$ cat config.mk
export PLATFORM = sky130hd
export DESIGN_NAME = disk_read_pulse_sync_logic
export DESIGN_NICKNAME = d
export VERILOG_FILES = /design/src/rtl/read_chan_pkg.sv /design/src/rtl/disk_read_pulse_sync_logic.sv
export SDC_FILE = /design/constraint.sdc
export NUM_CORES = 1
export LEC_CHECK = 0
export BUFFER_PORTS_ARGS = -buffer_cell sky130_fd_sc_hd__buf_2
export CAP_MARGIN = 20
export CORE_MARGIN = 3
export CORE_UTILIZATION = 28
export CTS_BUF_LIST = sky130_fd_sc_hd__clkbuf_4 sky130_fd_sc_hd__clkbuf_8
export DETAILED_ROUTE_END_ITERATION = 10
export PLACE_DENSITY = 0.46
export SYNTH_ARGS = -nofsm -noshare
export SYNTH_HDL_FRONTEND = slang
export SYNTH_SLANG_ARGS = --single-unit
$ cat constraint.sdc
create_clock -name sys_clk -period 3.4 [get_ports sys_clk]
set_input_delay 0.85 -clock sys_clk [delete_from_list [all_inputs] [get_ports sys_clk]]
set_output_delay 0.85 -clock sys_clk [all_outputs]
set_load 0.005 [all_outputs]
$ cat src/rtl/read_chan_pkg.sv
// shared constants for the read channel pulse and sync logic
package read_chan_pkg;
   // clock rate
   localparam int CLK_MHZ        = 40;
   // digitized pulse width, least time, rounded up
   localparam int PULSE_NS       = 50;
   localparam int PULSE_CYC      = (PULSE_NS * CLK_MHZ + 999) / 1000;
   localparam int PULSE_CNT_W    = 2;
   // silence that marks a boundary
   localparam int GAP_MS         = 10;
   localparam int GAP_CYC        = GAP_MS * CLK_MHZ * 1000;
   localparam int GAP_CNT_W      = 20;
   // boundary strobe length
   localparam int STROBE_NS      = 2000;
   localparam int STROBE_CYC     = (STROBE_NS * CLK_MHZ + 999) / 1000;
   localparam int STROBE_CNT_W   = 7;
   // oscillator reset pulse length in cycles
   localparam int OSC_RESET_CYC  = 2;
   localparam int OSC_CNT_W      = 2;
   // synchroniser lanes
   localparam int SYNC_W         = 4;
   localparam int S_TRANS        = 0;
   localparam int S_GATE         = 1;
   localparam int S_MASTER       = 2;
   localparam int S_OSC          = 3;
endpackage

$ cat src/rtl/disk_read_pulse_sync_logic.sv
// read pulse shaping, boundary detection and phase detector of the read path
// Behaviour
// - one fixed 50 ns pulse per transition
// - about 10 ms without pulses means boundary
// - boundary gives one 2 us strobe
// - resumed pulses quickly re-arm boundary detector
// - front end always on; PLL gated
// - gate idle: lock to master clock
// - gate active: lock to read pulses
// - pulse before oscillator: speed-up request
// - oscillator before pulse: slow-down request
// - read mode supplies clock and NRZ data
// - oscillator halved to double and bit rate
// - gate rise resets detector, pulses oscillator reset
// - both registered: clear both requests
module disk_read_pulse_sync_logic
#(
   parameter int GAP_CYCLES = read_chan_pkg::GAP_CYC
) (
   // clock and reset
   input  wire logic sys_clk,
   input  wire logic nrst,
   // pins from analog front end and controller
   input  wire logic read_transition,
   input  wire logic read_gate_enable,
   input  wire logic master_bit_clock,
   input  wire logic quad_rate_oscillator_clock,
   // front end outputs
   output logic      digitized_read_pulse,
   output logic      boundary_strobe,
   // charge pump and oscillator control
   output logic      speed_up_request,
   output logic      slow_down_request,
   output logic      idle_speed_up_request,
   output logic      idle_slow_down_request,
   output logic      oscillator_reset_pulse,
   // derived clocks and decoded data
   output logic      double_rate_clock,
   output logic      bit_rate_clock,
   output logic      read_clock,
   output logic      nrz_read_data
);
   import read_chan_pkg::*;
   localparam logic [GAP_CNT_W-1:0] GAP_MAX = GAP_CNT_W'(GAP_CYCLES);
   ////////////////////////////////////////////////////////////////////////////
   // input synchronisers; stage one feeds only stage two
   logic [SYNC_W-1:0] sync1_reg;
   logic [SYNC_W-1:0] sync2_reg;
   logic [SYNC_W-1:0] sync3_reg;
   always_ff @(posedge sys_clk or negedge nrst) begin
      if (!nrst) begin
         sync1_reg <= '0;
         sync2_reg <= '0;
         sync3_reg <= '0;
      end else begin
         sync1_reg <= {quad_rate_oscillator_clock, master_bit_clock,
                       read_gate_enable, read_transition};
         sync2_reg <= sync1_reg;
         sync3_reg <= sync2_reg;
      end
   end
   // both edges of the analog comparator count as transitions
   logic trans_evt;
   logic gate_s;
   logic gate_rise;
   logic gate_fall;
   logic master_rise;
   logic osc_rise;
   assign trans_evt   = sync2_reg[S_TRANS] ^ sync3_reg[S_TRANS];
   assign gate_s      = sync2_reg[S_GATE];
   assign gate_rise   = gate_s & ~sync3_reg[S_GATE];
   assign gate_fall   = ~gate_s & sync3_reg[S_GATE];
   assign master_rise = sync2_reg[S_MASTER] & ~sync3_reg[S_MASTER];
   assign osc_rise    = sync2_reg[S_OSC] & ~sync3_reg[S_OSC];
   ////////////////////////////////////////////////////////////////////////////
   // pulse shaper and boundary detector, never gated
   logic [PULSE_CNT_W-1:0]  pulse_cnt_reg,  pulse_cnt_next;
   logic [GAP_CNT_W-1:0]    gap_cnt_reg,    gap_cnt_next;
   logic [STROBE_CNT_W-1:0] strobe_cnt_reg, strobe_cnt_next;
   logic                    armed_reg,      armed_next;
   logic                    dig_pulse_reg,  dig_pulse_next;
   logic                    strobe_reg,     strobe_next;
   // counters run down or saturate; a running strobe always finishes
   always_comb begin
      pulse_cnt_next = (pulse_cnt_reg != '0) ? pulse_cnt_reg - 1'b1 : '0;
      gap_cnt_next = (gap_cnt_reg == GAP_MAX) ? GAP_MAX : gap_cnt_reg + 1'b1;
      strobe_cnt_next = (strobe_cnt_reg != '0) ? strobe_cnt_reg - 1'b1 : '0;
      armed_next      = armed_reg;
      // a new transition restarts the pulse rather than stretching it
      if (trans_evt) begin
         pulse_cnt_next = PULSE_CNT_W'(PULSE_CYC);
         gap_cnt_next   = '0;
         armed_next     = 1'b1;
      end else if (armed_reg && gap_cnt_next == GAP_MAX) begin
         armed_next      = 1'b0;
         strobe_cnt_next = STROBE_CNT_W'(STROBE_CYC);
      end
      dig_pulse_next = (pulse_cnt_next != '0);
      strobe_next    = (strobe_cnt_next != '0);
   end
   always_ff @(posedge sys_clk or negedge nrst) begin
      if (!nrst) begin
         pulse_cnt_reg  <= '0;
         gap_cnt_reg    <= '0;
         strobe_cnt_reg <= '0;
         armed_reg      <= 1'b1;
         dig_pulse_reg  <= 1'b0;
         strobe_reg     <= 1'b0;
      end else begin
         pulse_cnt_reg  <= pulse_cnt_next;
         gap_cnt_reg    <= gap_cnt_next;
         strobe_cnt_reg <= strobe_cnt_next;
         armed_reg      <= armed_next;
         dig_pulse_reg  <= dig_pulse_next;
         strobe_reg     <= strobe_next;
      end
   end
   ////////////////////////////////////////////////////////////////////////////
   // dividers, oscillator reset and phase detector
   logic                 dbl_reg,   dbl_next;
   logic                 bit_reg,   bit_next;
   logic                 up_reg,    up_next;
   logic                 dn_reg,    dn_next;
   logic [OSC_CNT_W-1:0] osc_cnt_reg, osc_cnt_next;
   logic                 su_reg,    su_next;
   logic                 sd_reg,    sd_next;
   logic                 isu_reg,   isu_next;
   logic                 isd_reg,   isd_next;
   logic                 ors_reg,   ors_next;
   logic                 ref_evt;
   logic                 fb_evt;
   always_comb begin
      dbl_next     = dbl_reg;
      bit_next     = bit_reg;
      osc_cnt_next = (osc_cnt_reg != '0) ? osc_cnt_reg - 1'b1 : osc_cnt_reg;
      // flip-flop halving chain: 4F to 2F to 1F
      if (osc_rise) begin
         dbl_next = ~dbl_reg;
         if (!dbl_reg)
            bit_next = ~bit_reg;
      end
      // reference and feedback follow the read gate
      ref_evt = gate_s ? trans_evt : master_rise;
      fb_evt  = gate_s ? (osc_rise & ~dbl_reg)
                       : (osc_rise & ~dbl_reg & ~bit_reg);
      up_next = up_reg | ref_evt;
      dn_next = dn_reg | fb_evt;
      // both registered: the comparison is done, clear for the next one
      if (up_reg && dn_reg) begin
         up_next = ref_evt;
         dn_next = fb_evt;
      end
      // entering read mode restarts the loop from a known phase
      if (gate_rise) begin
         up_next      = 1'b0;
         dn_next      = 1'b0;
         dbl_next     = 1'b0;
         bit_next     = 1'b0;
         osc_cnt_next = OSC_CNT_W'(OSC_RESET_CYC);
      end
      if (gate_fall) begin
         up_next = 1'b0;
         dn_next = 1'b0;
      end
      su_next  = gate_s & up_next;
      sd_next  = gate_s & dn_next;
      isu_next = ~gate_s & up_next;
      isd_next = ~gate_s & dn_next;
      ors_next = (osc_cnt_next != '0);
   end
   always_ff @(posedge sys_clk or negedge nrst) begin
      if (!nrst) begin
         dbl_reg     <= 1'b0;
         bit_reg     <= 1'b0;
         up_reg      <= 1'b0;
         dn_reg      <= 1'b0;
         osc_cnt_reg <= '0;
         su_reg      <= 1'b0;
         sd_reg      <= 1'b0;
         isu_reg     <= 1'b0;
         isd_reg     <= 1'b0;
         ors_reg     <= 1'b0;
      end else begin
         dbl_reg     <= dbl_next;
         bit_reg     <= bit_next;
         up_reg      <= up_next;
         dn_reg      <= dn_next;
         osc_cnt_reg <= osc_cnt_next;
         su_reg      <= su_next;
         sd_reg      <= sd_next;
         isu_reg     <= isu_next;
         isd_reg     <= isd_next;
         ors_reg     <= ors_next;
      end
   end
   ////////////////////////////////////////////////////////////////////////////
   // MFM to NRZ: a pulse in the centre half cell is a one
   logic win_reg,  win_next;
   logic nrz_reg,  nrz_next;
   logic rclk_reg, rclk_next;
   logic bit_rise;
   always_comb begin
      bit_rise  = bit_next & ~bit_reg;
      win_next  = win_reg;
      nrz_next  = nrz_reg;
      if (bit_rise) begin
         nrz_next = gate_s & win_reg;
         win_next = 1'b0;
      end
      // a pulse while the double rate clock is high is kept for the next cell
      if (gate_s && trans_evt && dbl_reg)
         win_next = 1'b1;
      if (!gate_s)
         nrz_next = 1'b0;
      rclk_next = gate_s & bit_next;
   end
   always_ff @(posedge sys_clk or negedge nrst) begin
      if (!nrst) begin
         win_reg  <= 1'b0;
         nrz_reg  <= 1'b0;
         rclk_reg <= 1'b0;
      end else begin
         win_reg  <= win_next;
         nrz_reg  <= nrz_next;
         rclk_reg <= rclk_next;
      end
   end
   // every output straight from a flip-flop
   assign digitized_read_pulse   = dig_pulse_reg;
   assign boundary_strobe        = strobe_reg;
   assign speed_up_request       = su_reg;
   assign slow_down_request      = sd_reg;
   assign idle_speed_up_request  = isu_reg;
   assign idle_slow_down_request = isd_reg;
   assign oscillator_reset_pulse = ors_reg;
   assign double_rate_clock      = dbl_reg;
   assign bit_rate_clock         = bit_reg;
   assign read_clock             = rclk_reg;
   assign nrz_read_data          = nrz_reg;

   // strobe length counter, read only by the checks
   logic [STROBE_CNT_W:0] strobe_len_reg;
   always_ff @(posedge sys_clk or negedge nrst) begin
      if (!nrst)
         strobe_len_reg <= '0;
      else
         strobe_len_reg <= strobe_reg ? strobe_len_reg + 1'b1 : '0;
   end
endmodule

== Word-level counts from Yosys, hierarchy flattened ==
Index checks and enable logic that the tools add are counted.
Widths: inputs -> output; s select.

* Muxes and demuxes: 28
* Divide/modulo/power cells: 0
* Bitwise logic cells: 22
* Order comparisons: 0
* $add $sub $neg: 4
* $mul: 0
* Eq/ne operators: 3
* Reductions and logical operators: 13
* Shift-type cells: 0

{| class="wikitable"
|+ Operators by type and width
! kind !! count
|-
| $eq 20x19->1 const B || 2
|-
| $mux 20 || 2
|-
| $mux 7 || 3
|-
| $add 20x1->20 const B || 1
|-
| $mux 1 || 19
|-
| $reduce_bool 2->1 || 7
|-
| $reduce_bool 7->1 || 2
|-
| $and 1x1->1 || 13
|-
| $mux 2 || 4
|-
| $sub 7x1->7 const B || 1
|-
| $not 1->1 || 6
|-
| $logic_and 1x1->1 || 4
|-
| $sub 2x1->2 const B || 2
|-
| $ne 2x1->1 const B || 1
|-
| $or 1x1->1 || 2
|-
| $xor 1x1->1 || 1
|}

* Memories kept: 0
* Bits of input ports: 6
* Output and inout port bits: 11
* Memory bits (writable): 0
* Bits in latches: 0
* Register bits after elaboration: 58
* ROM bits: 0
* Logic and storage cells: 92

== Logic depth before layout (Yosys ltp) ==
Gate-level depths: netlist of run 1.

* Depth in word-level cells: 10
* Gate-level depth with buffers: 8
* Mapped depth without buffers: 7

== Worst setup path before layout of run 1 ==
OpenSTA, ideal clock, no wires.

* Path kind: reg-to-reg
* Start: register gap_cnt_reg[0]
* End: register strobe_cnt_reg[3]
* Data required time: 3.262 ns
* Setup slack: 1.173 ns
* Setup time: 0.138 ns
* Path buffers: 1
* Stages on the path, launching flop included: 9
* Clock period less this slack: 2.227 ns
* Arrival: 2.089 ns
* Path through: dfrtp_1 ha_1 buf_2 nand4_1 nor4b_1 xnor2_1 o221ai_1 nor4_4 nor3_1

* Word-level cells in the longest chain between the ends: 6
* Elaborated cells between the ends (all ways): 7
* Classes of those cells: add/sub: 1; eq/ne: 2; mux: 3; reduce/logical: 1

{| class="wikitable"
|+ RTL lines
! what !! RTL line !! RTL
|-
| start, declared || disk_read_pulse_sync_logic.sv:78 || <nowiki>logic [GAP_CNT_W-1:0] gap_cnt_reg, gap_cnt_next;</nowiki>
|-
| start signal, assigned || disk_read_pulse_sync_logic.sv:111 || <nowiki>gap_cnt_reg <= gap_cnt_next;</nowiki>
|-
| $add 20x1->20 or $eq 20x19->1 (tied branches) || disk_read_pulse_sync_logic.sv:86 || <nowiki>gap_cnt_next = (gap_cnt_reg == GAP_MAX) ? GAP_MAX : gap_cnt_reg + 1'b1;</nowiki>
|-
| $mux 20 (*) || disk_read_pulse_sync_logic.sv:86 ||
|-
| $eq 20x19->1 (*) || disk_read_pulse_sync_logic.sv:94 || <nowiki>end else if (armed_reg && gap_cnt_next == GAP_MAX) begin</nowiki>
|-
| $logic_and 1x1->1 (*) || disk_read_pulse_sync_logic.sv:94 ||
|-
| $mux 7 (*) || disk_read_pulse_sync_logic.sv:94 ||
|-
| $mux 7 (*) || disk_read_pulse_sync_logic.sv:90 || <nowiki>if (trans_evt) begin</nowiki>
|-
| named net strobe_cnt_next[3] || disk_read_pulse_sync_logic.sv:79 || <nowiki>logic [STROBE_CNT_W-1:0] strobe_cnt_reg, strobe_cnt_next;</nowiki>
|-
| end signal, assigned || disk_read_pulse_sync_logic.sv:112 || <nowiki>strobe_cnt_reg <= strobe_cnt_next;</nowiki>
|-
| end, declared || disk_read_pulse_sync_logic.sv:79 ||
|}

The timed path passes the listed nets; every way through them passes the cells marked *.
A chain may end at the register's enable or synchronous reset.

== Final worst setup path of run 1 ==
Same ends and word-level chain as after synthesis.

==> qor.json, run 1 <==
{
  "run_status": {"value": "finished clean"},
  "worst_hold_path_type": {"value": "register to register"},
  "cp.arrival": {"value": 2.94, "unit": "ns"},
  "global_route_wire_length_before_repair": {"value": 8611, "unit": "um"},
  "synth_top_family_by_area": {"value": "simple AND/OR/NAND/NOR gates"},
  "via_count_of_the_first_global_routing_pass": {"value": 1781},
  "critical_path.max_fanout": {"value": 8},
  "cp-start-kind": {"value": "register"},
  "timing.slew.headroom": {"value": 51.39, "unit": "%"},
  "rsz0062_at_grt": {"value": "no"},
  "peakVddDrop": {"value": 0.1972, "unit": "mV"},
  "globalRoute.busiestLayer": {"value": "met2"},
  "cts.sink_count": {"value": 58},
  "yosys.area_share.adder": {"value": 1.898, "unit": "%"},
  "clock_tree.root_cell": {"value": "clkbuf_8"},
  "synth-async-reset-ratio": {"value": 100.0, "unit": "%"},
  "drtAntennaViolNets": {"value": 0},
  "internal_power": {"value": 0.001109, "unit": "W"},
  "largest_register_ffs": {"value": 20},
  "hold-worst-slack": {"value": 0.3457, "unit": "ns"},
  "switching_share": {"value": 25.21, "unit": "%"},
  "clk_pin_slew": {"value": 0.07, "unit": "ns"},
  "synth_xor_xnor_area_share": {"value": 8.306, "unit": "%"},
  "synth-edff-count": {"value": 0},
  "total_power": {"value": 0.001483, "unit": "W"},
  "groute.usage.overall": {"value": 10.49, "unit": "%"},
  "syn_to_final_growth": {"value": 14.86, "unit": "%"},
  "fp.dieW": {"value": 103.0, "unit": "um"},
  "ys_dominant_reg_cell": {"value": "dfrtp_1"},
  "fp.dieH": {"value": 103.0, "unit": "um"},
  "holdBufCountCts": {"value": 0},
  "htree_levels": {"value": 3},
  "worst-r2r-cell-count": {"value": 7},
  "post_synth_num_cell_types": {"value": 47},
  "full_die_area": {"value": 10620, "unit": "um^2"},
  "detail_route.drc_violations": {"value": 0},
  "drt-total-wl": {"value": 5043, "unit": "um"},
  "final_max_slew_viol_count": {"value": 0},
  "n_fill_cell": {"value": 920},
  "quantity_of_i_o_buffers_inserted_on_ports": {"value": 16},
  "site_rows": {"value": 34},
  "numPlacedInstances": {"value": 364},
  "tritoncts": {"value": "yes"},
  "max_cap_violations": {"value": 0},
  "r2r_setup_slk": {"value": 0.65, "unit": "ns"},
  "grt_max_degree": {"value": 59},
  "drt-pass1-iter-count": {"value": 4},
  "num-nets-final": {"value": 277},
  "slew_at_the_pin_with_the_worst_max_slew_slack": {"value": 0.7292, "unit": "ns"},
  "critical_path_class": {"value": "register to register"},
  "finalClockSkew": {"value": 0.007117, "unit": "ns"},
  "post_layout_nonfiller_instances": {"value": 380},
  "syn-instance-count": {"value": 245},
  "pin_count": {"value": 17},
  "yosysWarningCount": {"value": 0},
  "power_switching": {"value": 0.0003740, "unit": "W"},
  "total_leakage_power": {"value": 1.376, "unit": "nW"},
  "cts_made_buffers": {"value": 9},
  "post-route-period-util": {"value": 80.79, "unit": "%"},
  "antenna_found_initial": {"value": 0},
  "clk-insertion-delay-late": {"value": 0.33, "unit": "ns"},
  "synth_simple_gate_area_share": {"value": 24.39, "unit": "%"},
  "met1_usage": {"value": 14.01, "unit": "%"},
  "critPathCaptureType": {"value": "register"},
  "cts_setup_buffers": {"value": 0},
  "mean_instance_size_in_the_synthesized_netlist": {"value": 10.76, "unit": "um^2"},
  "final-hold-violation-count": {"value": 0},
  "grt_overflow_total": {"value": 0},
  "finalSetupViolCount": {"value": 0},
  "initial_util": {"value": 29.51, "unit": "%"},
  "finish.utilization": {"value": 33.89, "unit": "%"},
  "timing.critical_path.from": {"value": "gap_cnt_reg[0]"},
  "reg2reg_from": {"value": "gap_cnt_reg[0]"},
  "synth_compound_gate_area_share": {"value": 6.739, "unit": "%"},
  "layout_cell_share_with_drive_strength_beyond_1": {"value": 16.18, "unit": "%"},
  "groute.layer.met3.usage": {"value": 3.518, "unit": "%"},
  "dr_total_vias": {"value": 1798},
  "critPathCapture": {"value": "strobe_cnt_reg[3]"},
  "detailed_placement_wirelength_estimate": {"value": 3423, "unit": "um"},
  "netlist_area_before_placement": {"value": 2636, "unit": "um^2"},
  "drt_iter0_drc": {"value": 137},
  "mappedNetlistNets": {"value": 255},
  "critPathRequiredTime": {"value": 3.60, "unit": "ns"},
  "use_met2": {"value": 15.79, "unit": "%"},
  "timing.setup.tns": {"value": 0, "unit": "ns"},
  "routability_congestion_estimate": {"value": 0.7919},
  "antenna-diode-count": {"value": 0},
  "share_of_power_burned_in_the_clock_network": {"value": 41.7, "unit": "%"},
  "timing.rr.end": {"value": "strobe_cnt_reg[3]"},
  "synth_sequential_area_ratio": {"value": 55.10, "unit": "%"},
  "ctsLongestPathBuffers": {"value": 2},
  "route.detailed.vias_per_inst": {"value": 4.732},
  "cts_resized": {"value": 0},
  "ys_ff_latch": {"value": 58},
  "power_per_cell_area": {"value": 489.8, "unit": "nW/um^2"},
  "core-area": {"value": 8934, "unit": "um^2"},
  "synth_mux_area_share": {"value": 0.8068, "unit": "%"},
  "wire_per_inst": {"value": 13.27, "unit": "um"},
  "achievable_freq": {"value": 0.3640, "unit": "GHz"},
  "seq_power_share": {"value": 50.8, "unit": "%"},
  "post-route-min-period": {"value": 2.747, "unit": "ns"},
  "pwr-share-comb": {"value": 7.6, "unit": "%"}
}
## metal layers
metal / vias to the layer above / part of all wire (%) / wire [um]
met4: 0 / 0.93 / 47
met5: - / 0 / 0
met2: 25 / 46 / 2335
met1: 879 / 50 / 2508
li1: 890 / - / -
met3: 4 / 3.0 / 151
## layout by cell type, fill, tap and decap left out, types with 6 or more instances in the layout
cell type | netlist | layout
xnor2_1 | 12 | 12
inv_1 | 11 | 11
nor3_1 | 17 | 17
clkbuf_8 | 0 | 9
nor2_1 | 30 | 30
a21oi_1 | 6 | 6
nand2_1 | 14 | 14
buf_2 | 3 | 16
dfrtp_1 | 57 | 57
nand3_1 | 8 | 8
xor2_1 | 13 | 13
## synth_stat cells, types with 5 or more instances
cell type | count | area share, %
nand2_1 | 14 | 2.0
xor2_1 | 13 | 4.3
nor2_1 | 30 | 4.3
nor3_1 | 17 | 3.2
inv_1 | 11 | 1.6
o21ai_0 | 5 | 0.95
nand3_1 | 8 | 1.5
or3_1 | 5 | 1.2
and2_1 | 5 | 1.2
xnor2_1 | 12 | 4.0
dfrtp_1 | 57 | 54
a21oi_1 | 6 | 1.1
## logic make-up (layout without fill, tap and decap cells)
logic type | after synthesis | count (layout)
AOI/OAI and AO/OA | 25 | 25
xor gates and xnor gates | 25 | 25
adders and majority gates | 4 | 4
buffers and inverters | 18 | 45
DFF | 58 | 58
muxes | 2 | 2
and+or+nand+nor | 113 | 113
## worst max-delay path, stage by stage, from the launching register on
cell and delay, ns:
dfrtp_1 0.42, ha_1 0.35, nand4_1 0.30, nor3_1 0.38
nor3b_1 0.29, o221ai_1 0.24, nor4_4 0.52, nor3_1 0.11
## power by group through the flow
stage / clock [W] / combinational, W / sequential (W)
2_1_floorplan: 0 / 0.0000683 / 0.000761
3_3_place_gp: 0 / 0.000116 / 0.000765
3_5_place_dp: 0 / 0.000116 / 0.000766
4_1_cts: 0.000648 / 0.000116 / 0.000753
5_1_grt: 0.000684 / 0.000130 / 0.000758
6_report: 0.000618 / 0.000112 / 0.000753
## area by class of cell
| cell class | instances | area, um^2 | share of cell area (%) |
|---|---|---|---|
| clock buffers | 9 | 123.9 | 4.091 |
| clock inverters | 7 | 68.82 | 2.273 |
| inverters | 11 | 41.29 | 1.364 |
| multi-input cells | 169 | 1111 | 36.69 |
| flip-flops and latches | 58 | 1453 | 47.98 |
| well taps | 108 | 135.1 | 4.463 |
| repair buffers | 18 | 95.09 | 3.141 |
## worst min-delay path by stage
| stage | start | depth (start not counted) | slack [ns] | to |
|---|---|---|---|---|
| 2_1_floorplan | sync1_reg[0] | 0 | 0.33 | sync2_reg[0] |
| 4_1_cts | sync1_reg[3] | 0 | 0.35 | sync2_reg[3] |
| 6_report | sync1_reg[3] | 0 | 0.35 | sync2_reg[3] |
| 3_5_place_dp | sync1_reg[3] | 0 | 0.33 | sync2_reg[3] |
| 3_3_place_gp | sync1_reg[3] | 0 | 0.33 | sync2_reg[3] |
| 5_1_grt | sync1_reg[3] | 0 | 0.36 | sync2_reg[3] |
## per-stage QoR
stage,instance area (um^2),setup slack (ns)
after floorplan,2636,1.173
after global placement,2835,0.8134
after detailed placement,2835,0.6982
after CTS,3028,0.6762
after global routing,3028,0.4226
final,3028,0.6530
Power figures use the tool's default switching activity.
==> run 2: changes to the inputs <==
clock period = 2.55 ns   (was 3.4 ns; I/O delays follow)
==> run 2 against run 1 <==
  * Worst hold slack better by 0.0022 ns
  * First-iteration DRC count is 25% lower
  * Routed wire length decreased by 2.2%
  * Critical path depth up 2
  * Critical endpoint unchanged
  * Largest cell class unchanged
==> qor.json, run 2 (synthesized netlist as in run 1, its figures left out) <==
{
  "dp_slack": {"value": 0.2260, "unit": "ns", "change": "was 0.6982 ns"},
  "seq_power_share": {"value": 47.9, "unit": "%", "change": "was 50.8%"},
  "dr_total_vias": {"value": 1836, "change": "was 1798"},
  "hold_depth": {"value": 0, "change": "unchanged"},
  "detailed_placement_wirelength_estimate": {"value": 3380, "unit": "um", "change": "was 3423 um"},
  "worstPathBufferInverterCount": {"value": 2, "change": "was 0"},
  "total_power": {"value": 0.002096, "unit": "W", "change": "was 0.001483 W"},
  "achievable_freq": {"value": 0.4377, "unit": "GHz", "change": "was 0.3640 GHz"},
  "critical_path_class": {"value": "register to register", "change": "unchanged"},
  "critical_path.max_fanout": {"value": 8, "change": "unchanged"},
  "place_area": {"value": 2880, "unit": "um^2", "change": "was 2835 um^2"},
  "fp.dieW": {"value": 103.0, "unit": "um", "change": "unchanged"},
  "standard_cell_with_the_maximum_stage_delay_on_the_critical_path": {"value": "dfrtp_1", "change": "was nor4_4"},
  "quantity_of_i_o_buffers_inserted_on_ports": {"value": 16, "change": "unchanged"},
  "full_die_area": {"value": 10620, "unit": "um^2", "change": "unchanged"},
  "htree_levels": {"value": 3, "change": "unchanged"},
  "wire_per_inst": {"value": 12.78, "unit": "um", "change": "was 13.27 um"},
  "antenna-diode-count": {"value": 0, "change": "unchanged"},
  "slew_at_the_pin_with_the_worst_max_slew_slack": {"value": 0.7302, "unit": "ns", "change": "was 0.7292 ns"},
  "routability_congestion_estimate": {"value": 0.8322, "change": "was 0.7919"},
  "finalClockSkew": {"value": 0.007948, "unit": "ns", "change": "was 0.007117 ns"},
  "critical_path_cell_sequence": {"value": "ha_1, buf_4, xnor2_1, nand2_1, a221o_1, a2111o_1, nor4_4, buf_4, nor3_1", "change": "was ha_1, nand4_1, nor3_1, nor3b_1, o221ai_1, nor4_4, nor3_1"},
  "pin_count": {"value": 17, "change": "unchanged"},
  "max_cap_violations": {"value": 0, "change": "unchanged"},
  "groute.usage.overall": {"value": 10.59, "unit": "%", "change": "was 10.49%"},
  "antenna_found_initial": {"value": 0, "change": "unchanged"},
  "timing.slew.headroom": {"value": 51.32, "unit": "%", "change": "was 51.39%"},
  "global_route_wire_length_before_repair": {"value": 8700, "unit": "um", "change": "was 8611 um"},
  "ctsLongestPathBuffers": {"value": 2, "change": "unchanged"},
  "fp.dieH": {"value": 103.0, "unit": "um", "change": "unchanged"},
  "power_switching": {"value": 0.0004796, "unit": "W", "change": "was 0.0003740 W"},
  "peakVddDrop": {"value": 0.2830, "unit": "mV", "change": "was 0.1972 mV"},
  "grt_max_degree": {"value": 59, "change": "unchanged"},
  "syn_to_final_growth": {"value": 18.32, "unit": "%", "change": "was 14.86%"},
  "worst_hold_path_type": {"value": "register to register", "change": "unchanged"},
  "timing.setup.tns": {"value": 0, "unit": "ns", "change": "unchanged"},
  "detail_route.drc_violations": {"value": 0, "change": "unchanged"},
  "total_leakage_power": {"value": 1.424, "unit": "nW", "change": "was 1.376 nW"},
  "run_status": {"value": "finished clean", "change": "unchanged"},
  "worst-r2r-cell-count": {"value": 9, "change": "was 7"},
  "cts_made_buffers": {"value": 9, "change": "unchanged"},
  "final_max_slew_viol_count": {"value": 0, "change": "unchanged"},
  "cp-start-kind": {"value": "register", "change": "unchanged"},
  "critPathCaptureType": {"value": "register", "change": "unchanged"},
  "critPathMaxStageDelay": {"value": 0.42, "unit": "ns", "change": "was 0.52 ns"},
  "initial_util": {"value": 29.51, "unit": "%", "change": "unchanged"},
  "min_delay_worst_endpoint": {"value": "sync2_reg[0]", "change": "was sync2_reg[3]"},
  "stdcell_area": {"value": 3119, "unit": "um^2", "change": "was 3028 um^2"},
  "cp.arrival": {"value": 2.49, "unit": "ns", "change": "was 2.94 ns"},
  "holdCritStartpoint": {"value": "sync1_reg[0]", "change": "was sync1_reg[3]"},
  "drt_iter0_drc": {"value": 103, "change": "was 137"},
  "drt-pass1-iter-count": {"value": 4, "change": "unchanged"},
  "reg2reg_from": {"value": "gap_cnt_reg[0]", "change": "unchanged"},
  "layout_cell_share_with_drive_strength_beyond_1": {"value": 19.06, "unit": "%", "change": "was 16.18%"},
  "finalSetupViolCount": {"value": 0, "change": "unchanged"},
  "timing.rr.end": {"value": "strobe_cnt_reg[3]", "change": "unchanged"},
  "grt_overflow_total": {"value": 0, "change": "unchanged"},
  "critPathMostFrequentCell": {"value": "buf_4", "change": "was nor3_1"},
  "drtAntennaViolNets": {"value": 0, "change": "unchanged"},
  "cts_setup_buffers": {"value": 0, "change": "unchanged"},
  "internal_power": {"value": 0.001617, "unit": "W", "change": "was 0.001109 W"},
  "route.detailed.vias_per_inst": {"value": 4.756, "change": "was 4.732"},
  "via_count_of_the_first_global_routing_pass": {"value": 1800, "change": "was 1781"},
  "final-hold-violation-count": {"value": 0, "change": "unchanged"},
  "r2r_setup_slk": {"value": 0.27, "unit": "ns", "change": "was 0.65 ns"},
  "postLayoutSetupSlackWorst": {"value": 0.2655, "unit": "ns", "change": "was 0.6530 ns"},
  "post-route-min-period": {"value": 2.285, "unit": "ns", "change": "was 2.747 ns"},
  "num-nets-final": {"value": 283, "change": "was 277"},
  "final_common_cell": {"value": "dfrtp_1", "change": "unchanged"},
  "crit_family": {"value": "compound AO/OA/AOI/OAI gates", "change": "was simple AND/OR/NAND/NOR gates"},
  "core-area": {"value": 8934, "unit": "um^2", "change": "unchanged"},
  "rsz0062_at_grt": {"value": "no", "change": "unchanged"},
  "drt-total-wl": {"value": 4933, "unit": "um", "change": "was 5043 um"},
  "post-route-period-util": {"value": 89.59, "unit": "%", "change": "was 80.79%"},
  "critPathRequiredTime": {"value": 2.76, "unit": "ns", "change": "was 3.60 ns"},
  "site_rows": {"value": 34, "change": "unchanged"},
  "switching_share": {"value": 22.88, "unit": "%", "change": "was 25.21%"},
  "power_per_cell_area": {"value": 672.0, "unit": "nW/um^2", "change": "was 489.8 nW/um^2"},
  "share_of_power_burned_in_the_clock_network": {"value": 44.9, "unit": "%", "change": "was 41.7%"},
  "clock_tree.root_cell": {"value": "clkbuf_8", "change": "unchanged"},
  "tritoncts": {"value": "yes", "change": "unchanged"},
  "largest_register_ffs": {"value": 20, "change": "unchanged"},
  "clk-insertion-delay-late": {"value": 0.33, "unit": "ns", "change": "about the same"},
  "clk_pin_slew": {"value": 0.06, "unit": "ns", "change": "was 0.07 ns"},
  "pwr-share-comb": {"value": 7.2, "unit": "%", "change": "was 7.6%"},
  "cts.sink_count": {"value": 58, "change": "unchanged"},
  "final_cell_mix": {"value": "dfrtp_1, nor2_1, nor3_1, buf_2, nand2_1", "change": "unchanged"}
}
[run 2: worst reg2reg max path: stages (launching register included)]
cell and delay [ns]:
dfrtp_1 0.42, ha_1 0.23, buf_4 0.16, xnor2_1 0.12, nand2_1 0.07, a221o_1 0.36
a2111o_1 0.34, nor4_4 0.21, buf_4 0.19, nor3_1 0.06
[run 2: what timing repair did]
action,CTS,global route
hold buffers,0,0
endpoints found under the hold margin,0,0
setup endpoints to repair,0,8
resized for setup,0,3
[run 2: area by class of cell]
| class | count | area (um^2) |
|---|---|---|
| Tap cell | 108 | 135.1 |
| Inverter | 11 | 41.29 |
| Fill cell | 904 | 5814 |
| Clock buffer | 11 | 145.1 |
| Timing Repair Buffer | 24 | 140.1 |
| Sequential cell | 58 | 1453 |
| Multi-Input combinational cell | 169 | 1127 |
| Clock inverter | 5 | 77.57 |
[run 2: worst max-delay path by stage]
stage | slack [ns] | start | to | cells past startpoint
CTS | 0.21 | gap_cnt_reg[0] | strobe_cnt_reg[3] | 8
global route | 0.03 | gap_cnt_reg[0] | strobe_cnt_reg[3] | 8
finish | 0.27 | gap_cnt_reg[0] | strobe_cnt_reg[3] | 9
floorplan | 0.32 | gap_cnt_reg[0] | strobe_cnt_reg[3] | 8
global placement | 0.21 | gap_cnt_reg[0] | strobe_cnt_reg[3] | 8
detailed placement | 0.23 | gap_cnt_reg[0] | strobe_cnt_reg[3] | 8
[run 2: stage by stage]
step / cells / hold WS (ns) / utilization [%]
floorplan: 245 / 0.3312 / -
finish: 386 / 0.3479 / 34.92
CTS: 386 / 0.3528 / 34.73
global placement: 370 / 0.3352 / 32.24
detailed placement: 370 / 0.3381 / 32.24
global route: 386 / 0.3606 / 34.92
[run 2: layer usage]
layer  vias up  track usage (%)  share of wire, %
li1        903                -                 -
met1       898            14.40                48
met2        26            15.39                46
met3         9            3.518               3.5
met4         0            4.482               1.9
met5         -                0                 0
[run 2: power by group through the flow]
stage,registers [W],clock network [W],logic [W]
4_1_cts,0.00100,0.000977,0.000157
5_1_grt,0.00101,0.00102,0.000177
6_report,0.00100,0.000942,0.000151
3_3_place_gp,0.00102,0,0.000155
3_5_place_dp,0.00102,0,0.000157
2_1_floorplan,0.00102,0,0.0000911
==> run 3: changes to the inputs <==
ABC_AREA = 1   (was not set)
==> run 3 against run 2 <==
  * Sequential share of layout area fell by 2.1 points
  * Worst setup slack better by 0.19 ns
  * Highest routed layer unchanged
  * Non-clock buffer count down 6
==> qor.json, run 3 <==
{
  "quantity_of_i_o_buffers_inserted_on_ports": {"value": 16, "change": "unchanged"},
  "dr_total_vias": {"value": 2224, "change": "was 1836"},
  "largest_register_ffs": {"value": 20, "change": "unchanged"},
  "synth-async-reset-ratio": {"value": 100.0, "unit": "%", "change": "unchanged"},
  "clk-insertion-delay-late": {"value": 0.33, "unit": "ns", "change": "about the same"},
  "achievable_freq": {"value": 0.4768, "unit": "GHz", "change": "was 0.4377 GHz"},
  "ys_ff_latch": {"value": 58, "change": "unchanged"},
  "power_switching": {"value": 0.0004634, "unit": "W", "change": "was 0.0004796 W"},
  "ctsLongestPathBuffers": {"value": 2, "change": "unchanged"},
  "critPathMostFrequentCell": {"value": "nand3_1", "change": "was buf_4"},
  "cts_resized": {"value": 0, "change": "unchanged"},
  "site_rows": {"value": 35, "change": "was 34"},
  "yosysTopAreaCellShare": {"value": 50.94, "unit": "%", "change": "was 54.11%"},
  "r2r_setup_slk": {"value": 0.45, "unit": "ns", "change": "was 0.27 ns"},
  "total_leakage_power": {"value": 1.616, "unit": "nW", "change": "was 1.424 nW"},
  "timing.critical_path.from": {"value": "gap_cnt_reg[0]", "change": "unchanged"},
  "initial_util": {"value": 29.60, "unit": "%", "change": "was 29.51%"},
  "place_area": {"value": 3062, "unit": "um^2", "change": "was 2880 um^2"},
  "timing.slew.headroom": {"value": 61.33, "unit": "%", "change": "was 51.32%"},
  "yosysWarningCount": {"value": 0, "change": "unchanged"},
  "power_per_cell_area": {"value": 615.0, "unit": "nW/um^2", "change": "was 672.0 nW/um^2"},
  "final-hold-violation-count": {"value": 0, "change": "unchanged"},
  "syn_to_final_growth": {"value": 16.71, "unit": "%", "change": "was 18.32%"},
  "post_synth_num_cell_types": {"value": 28, "change": "was 47"},
  "grt_overflow_total": {"value": 0, "change": "unchanged"},
  "stdcell_area": {"value": 3268, "unit": "um^2", "change": "was 3119 um^2"},
  "wire_per_inst": {"value": 11.44, "unit": "um", "change": "was 12.78 um"},
  "worst-r2r-cell-count": {"value": 11, "change": "was 9"},
  "pwr-share-comb": {"value": 6.2, "unit": "%", "change": "was 7.2%"},
  "cp-start-kind": {"value": "register", "change": "unchanged"},
  "timing.rr.end": {"value": "boundary_strobe", "change": "was strobe_cnt_reg[3]"},
  "detail_route.drc_violations": {"value": 0, "change": "unchanged"},
  "detailed_placement_wirelength_estimate": {"value": 4218, "unit": "um", "change": "was 3380 um"},
  "full_die_area": {"value": 11240, "unit": "um^2", "change": "was 10620 um^2"},
  "holdBufCountCts": {"value": 0, "change": "unchanged"},
  "global_route_wire_length_before_repair": {"value": 10130, "unit": "um", "change": "was 8700 um"},
  "drt-total-wl": {"value": 5756, "unit": "um", "change": "was 4933 um"},
  "antenna-diode-count": {"value": 0, "change": "unchanged"},
  "drt_iter0_drc": {"value": 109, "change": "was 103"},
  "slew_at_the_pin_with_the_worst_max_slew_slack": {"value": 0.5801, "unit": "ns", "change": "was 0.7302 ns"},
  "critical_path_class": {"value": "register to register", "change": "unchanged"},
  "critical_path_cell_sequence": {"value": "inv_1, ha_1, nand3_1, nor2_1, nand3_1, a21oi_1, nand3_2, nor2_4, nand3_4, o41ai_2, nand2_2", "change": "was ha_1, buf_4, xnor2_1, nand2_1, a221o_1, a2111o_1, nor4_4, buf_4, nor3_1"},
  "timing.setup.tns": {"value": 0, "unit": "ns", "change": "unchanged"},
  "route.detailed.vias_per_inst": {"value": 4.421, "change": "was 4.756"},
  "htree_levels": {"value": 3, "change": "unchanged"},
  "peakVddDrop": {"value": 0.3608, "unit": "mV", "change": "was 0.2830 mV"},
  "cts_made_buffers": {"value": 9, "change": "unchanged"},
  "internal_power": {"value": 0.001546, "unit": "W", "change": "was 0.001617 W"},
  "clk_pin_slew": {"value": 0.07, "unit": "ns", "change": "was 0.06 ns"},
  "n_fill_cell": {"value": 1021, "change": "was 904"},
  "core-area": {"value": 9459, "unit": "um^2", "change": "was 8934 um^2"},
  "finalClockSkew": {"value": 0.006783, "unit": "ns", "change": "was 0.007948 ns"},
  "critPathRequiredTime": {"value": 2.77, "unit": "ns", "change": "was 2.76 ns"},
  "groute.usage.overall": {"value": 11.33, "unit": "%", "change": "was 10.59%"},
  "critPathCaptureType": {"value": "register", "change": "unchanged"},
  "post-route-period-util": {"value": 82.25, "unit": "%", "change": "was 89.59%"},
  "hold-worst-slack": {"value": 0.3048, "unit": "ns", "change": "was 0.3479 ns"},
  "synth-edff-count": {"value": 0, "change": "unchanged"},
  "final_cell_mix": {"value": "nand2_1, dfrtp_1, nor2_1, inv_1", "change": "was dfrtp_1, nor2_1, nor3_1, buf_2, nand2_1"},
  "ys_top_cells_by_area": {"value": "dfrtp_1, nand2_1, nor2_1, inv_1, nand3_1", "change": "was dfrtp_1, xor2_1, nor2_1, xnor2_1, nor3_1"},
  "reg2reg_from": {"value": "gap_cnt_reg[0]", "change": "unchanged"},
  "antenna_found_initial": {"value": 0, "change": "unchanged"},
  "critPathCapture": {"value": "boundary_strobe", "change": "was strobe_cnt_reg[3]"},
  "critical_path.max_fanout": {"value": 9, "change": "was 8"},
  "pin_count": {"value": 17, "change": "unchanged"},
  "cts_setup_buffers": {"value": 0, "change": "unchanged"},
  "seq_power_share": {"value": 49.1, "unit": "%", "change": "was 47.9%"},
  "syn-instance-count": {"value": 343, "change": "was 245"},
  "drtAntennaViolNets": {"value": 0, "change": "unchanged"},
  "critPathMaxStageDelay": {"value": 0.41, "unit": "ns", "change": "was 0.42 ns"},
  "finalSetupViolCount": {"value": 0, "change": "unchanged"},
  "clock_tree.root_cell": {"value": "clkbuf_8", "change": "unchanged"},
  "mappedNetlistNets": {"value": 353, "change": "was 255"},
  "fp.dieH": {"value": 106.0, "unit": "um", "change": "was 103.0 um"},
  "synth_sequential_area_ratio": {"value": 51.88, "unit": "%", "change": "was 55.10%"},
  "max_cap_violations": {"value": 0, "change": "unchanged"},
  "via_count_of_the_first_global_routing_pass": {"value": 2108, "change": "was 1800"},
  "routability_congestion_estimate": {"value": 0.8467, "change": "was 0.8322"},
  "netlist_area_before_placement": {"value": 2800, "unit": "um^2", "change": "was 2636 um^2"},
  "switching_share": {"value": 23.06, "unit": "%", "change": "was 22.88%"},
  "grt_max_degree": {"value": 37, "change": "was 59"},
  "total_power": {"value": 0.002010, "unit": "W", "change": "was 0.002096 W"},
  "num-nets-final": {"value": 380, "change": "was 283"},
  "tritoncts": {"value": "yes", "change": "unchanged"},
  "final_common_cell": {"value": "nand2_1", "change": "was dfrtp_1"},
  "final_max_slew_viol_count": {"value": 0, "change": "unchanged"},
  "worst_hold_path_type": {"value": "primary input to asynchronous set/reset pin", "change": "was register to register"},
  "cell_with_the_most_instances_after_synthesis": {"value": "nand2_1", "change": "was dfrtp_1"},
  "share_of_power_burned_in_the_clock_network": {"value": 44.8, "unit": "%", "change": "was 44.9%"},
  "ys_dominant_reg_cell": {"value": "dfrtp_1", "change": "unchanged"},
  "layout_cell_share_with_drive_strength_beyond_1": {"value": 15.78, "unit": "%", "change": "was 19.06%"},
  "cts.sink_count": {"value": 58, "change": "unchanged"},
  "netlist_top_cells_count": {"value": "nand2_1, dfrtp_1, nor2_1", "change": "was dfrtp_1, nor2_1, nor3_1"},
  "cp.arrival": {"value": 2.31, "unit": "ns", "change": "was 2.49 ns"},
  "run_status": {"value": "finished clean", "change": "unchanged"},
  "standard_cell_with_the_maximum_stage_delay_on_the_critical_path": {"value": "dfrtp_1", "change": "unchanged"},
  "rsz0062_at_grt": {"value": "no", "change": "unchanged"},
  "mean_instance_size_in_the_synthesized_netlist": {"value": 8.164, "unit": "um^2", "change": "was 10.76 um^2"},
  "synth_top_area_cell": {"value": "dfrtp_1", "change": "unchanged"},
  "post-route-min-period": {"value": 2.097, "unit": "ns", "change": "was 2.285 ns"},
  "drt-pass1-iter-count": {"value": 5, "change": "was 4"},
  "fp.dieW": {"value": 106.0, "unit": "um", "change": "was 103.0 um"}
}
==> run 3: changes by cell type after synthesis, moves of 7 or more <==
cell	before	now
a21oi_1	6	15
inv_1	11	50
nand2_1	14	84
nand2_2	0	7
nand3_1	8	16
nor2_1	30	55
nor2_2	0	7
nor3_1	17	4
xnor2_1	12	0
xor2_1	13	4
==> run 3: worst max-delay path, delay by kind of cell (launching register included) <==
kind | cells | cell delay (ns)
buf+inv | 1 | 0.16
flops | 1 | 0.41
simple gates | 7 | 0.90
fa+ha+maj | 1 | 0.20
compound gates | 2 | 0.33
==> run 3: cell families after synthesis <==
family	Yosys count	synth area share [%]
buffers and inverters	52	6.971
DFF	58	51.88
AOI/OAI and AO/OA	31	6.345
adders and majority gates	4	1.787
and+or+nand+nor	194	31.77
xor gates and xnor gates	4	1.251
==> run 3: how the worst min path moves through the flow <==
stage,slack [ns],to,depth (start not counted)
global route,0.34,gap_cnt_reg[18],1
detailed placement,0.34,sync2_reg[0],0
floorplan,0.33,sync2_reg[0],0
CTS,0.31,gap_cnt_reg[18],1
finish,0.30,gap_cnt_reg[12],1
global placement,0.33,sync2_reg[1],0
==> run 3: layer usage <==
metal / vias to the layer above / part of all wire, % / track usage (%)
li1: 1127 / - / -
met1: 1044 / 49 / 15.37
met2: 46 / 45 / 17.17
met3: 7 / 4.4 / 2.914
met4: 0 / 1.7 / 4.718
met5: - / 0 / 0
==> run 3: layout make-up <==
type                            count  area [um^2]  share of cell area [%]
Sequential cell                    58         1453                   44.45
Tap cell                          129        161.4                   4.939
Clock buffer                        9        123.9                   3.790
Clock inverter                      6        82.58                   2.527
Inverter                           50        187.7                   5.743
Multi-Input combinational cell    233         1152                   35.26
Timing Repair Buffer               18        107.6                   3.292
==> run 3: per-stage QoR <==
stage / std cells / setup WS (ns) / utilization [%]
floorplan: 343 / 0.7809 / -
global placement: 488 / 0.4407 / 32.37
detailed placement: 488 / 0.4360 / 32.37
CTS: 503 / 0.4375 / 34.55
global route: 503 / 0.2558 / 34.55
finish: 503 / 0.4526 / 34.55
==> run 3: power groups by stage <==
stage,Clock (W),Combinational [W],Sequential (W)
2_1_floorplan,0,0.0000662,0.00100
3_3_place_gp,0,0.000130,0.00100
3_5_place_dp,0,0.000128,0.00100
4_1_cts,0.000928,0.000128,0.000986
5_1_grt,0.000962,0.000147,0.000992
6_report,0.000900,0.000124,0.000986
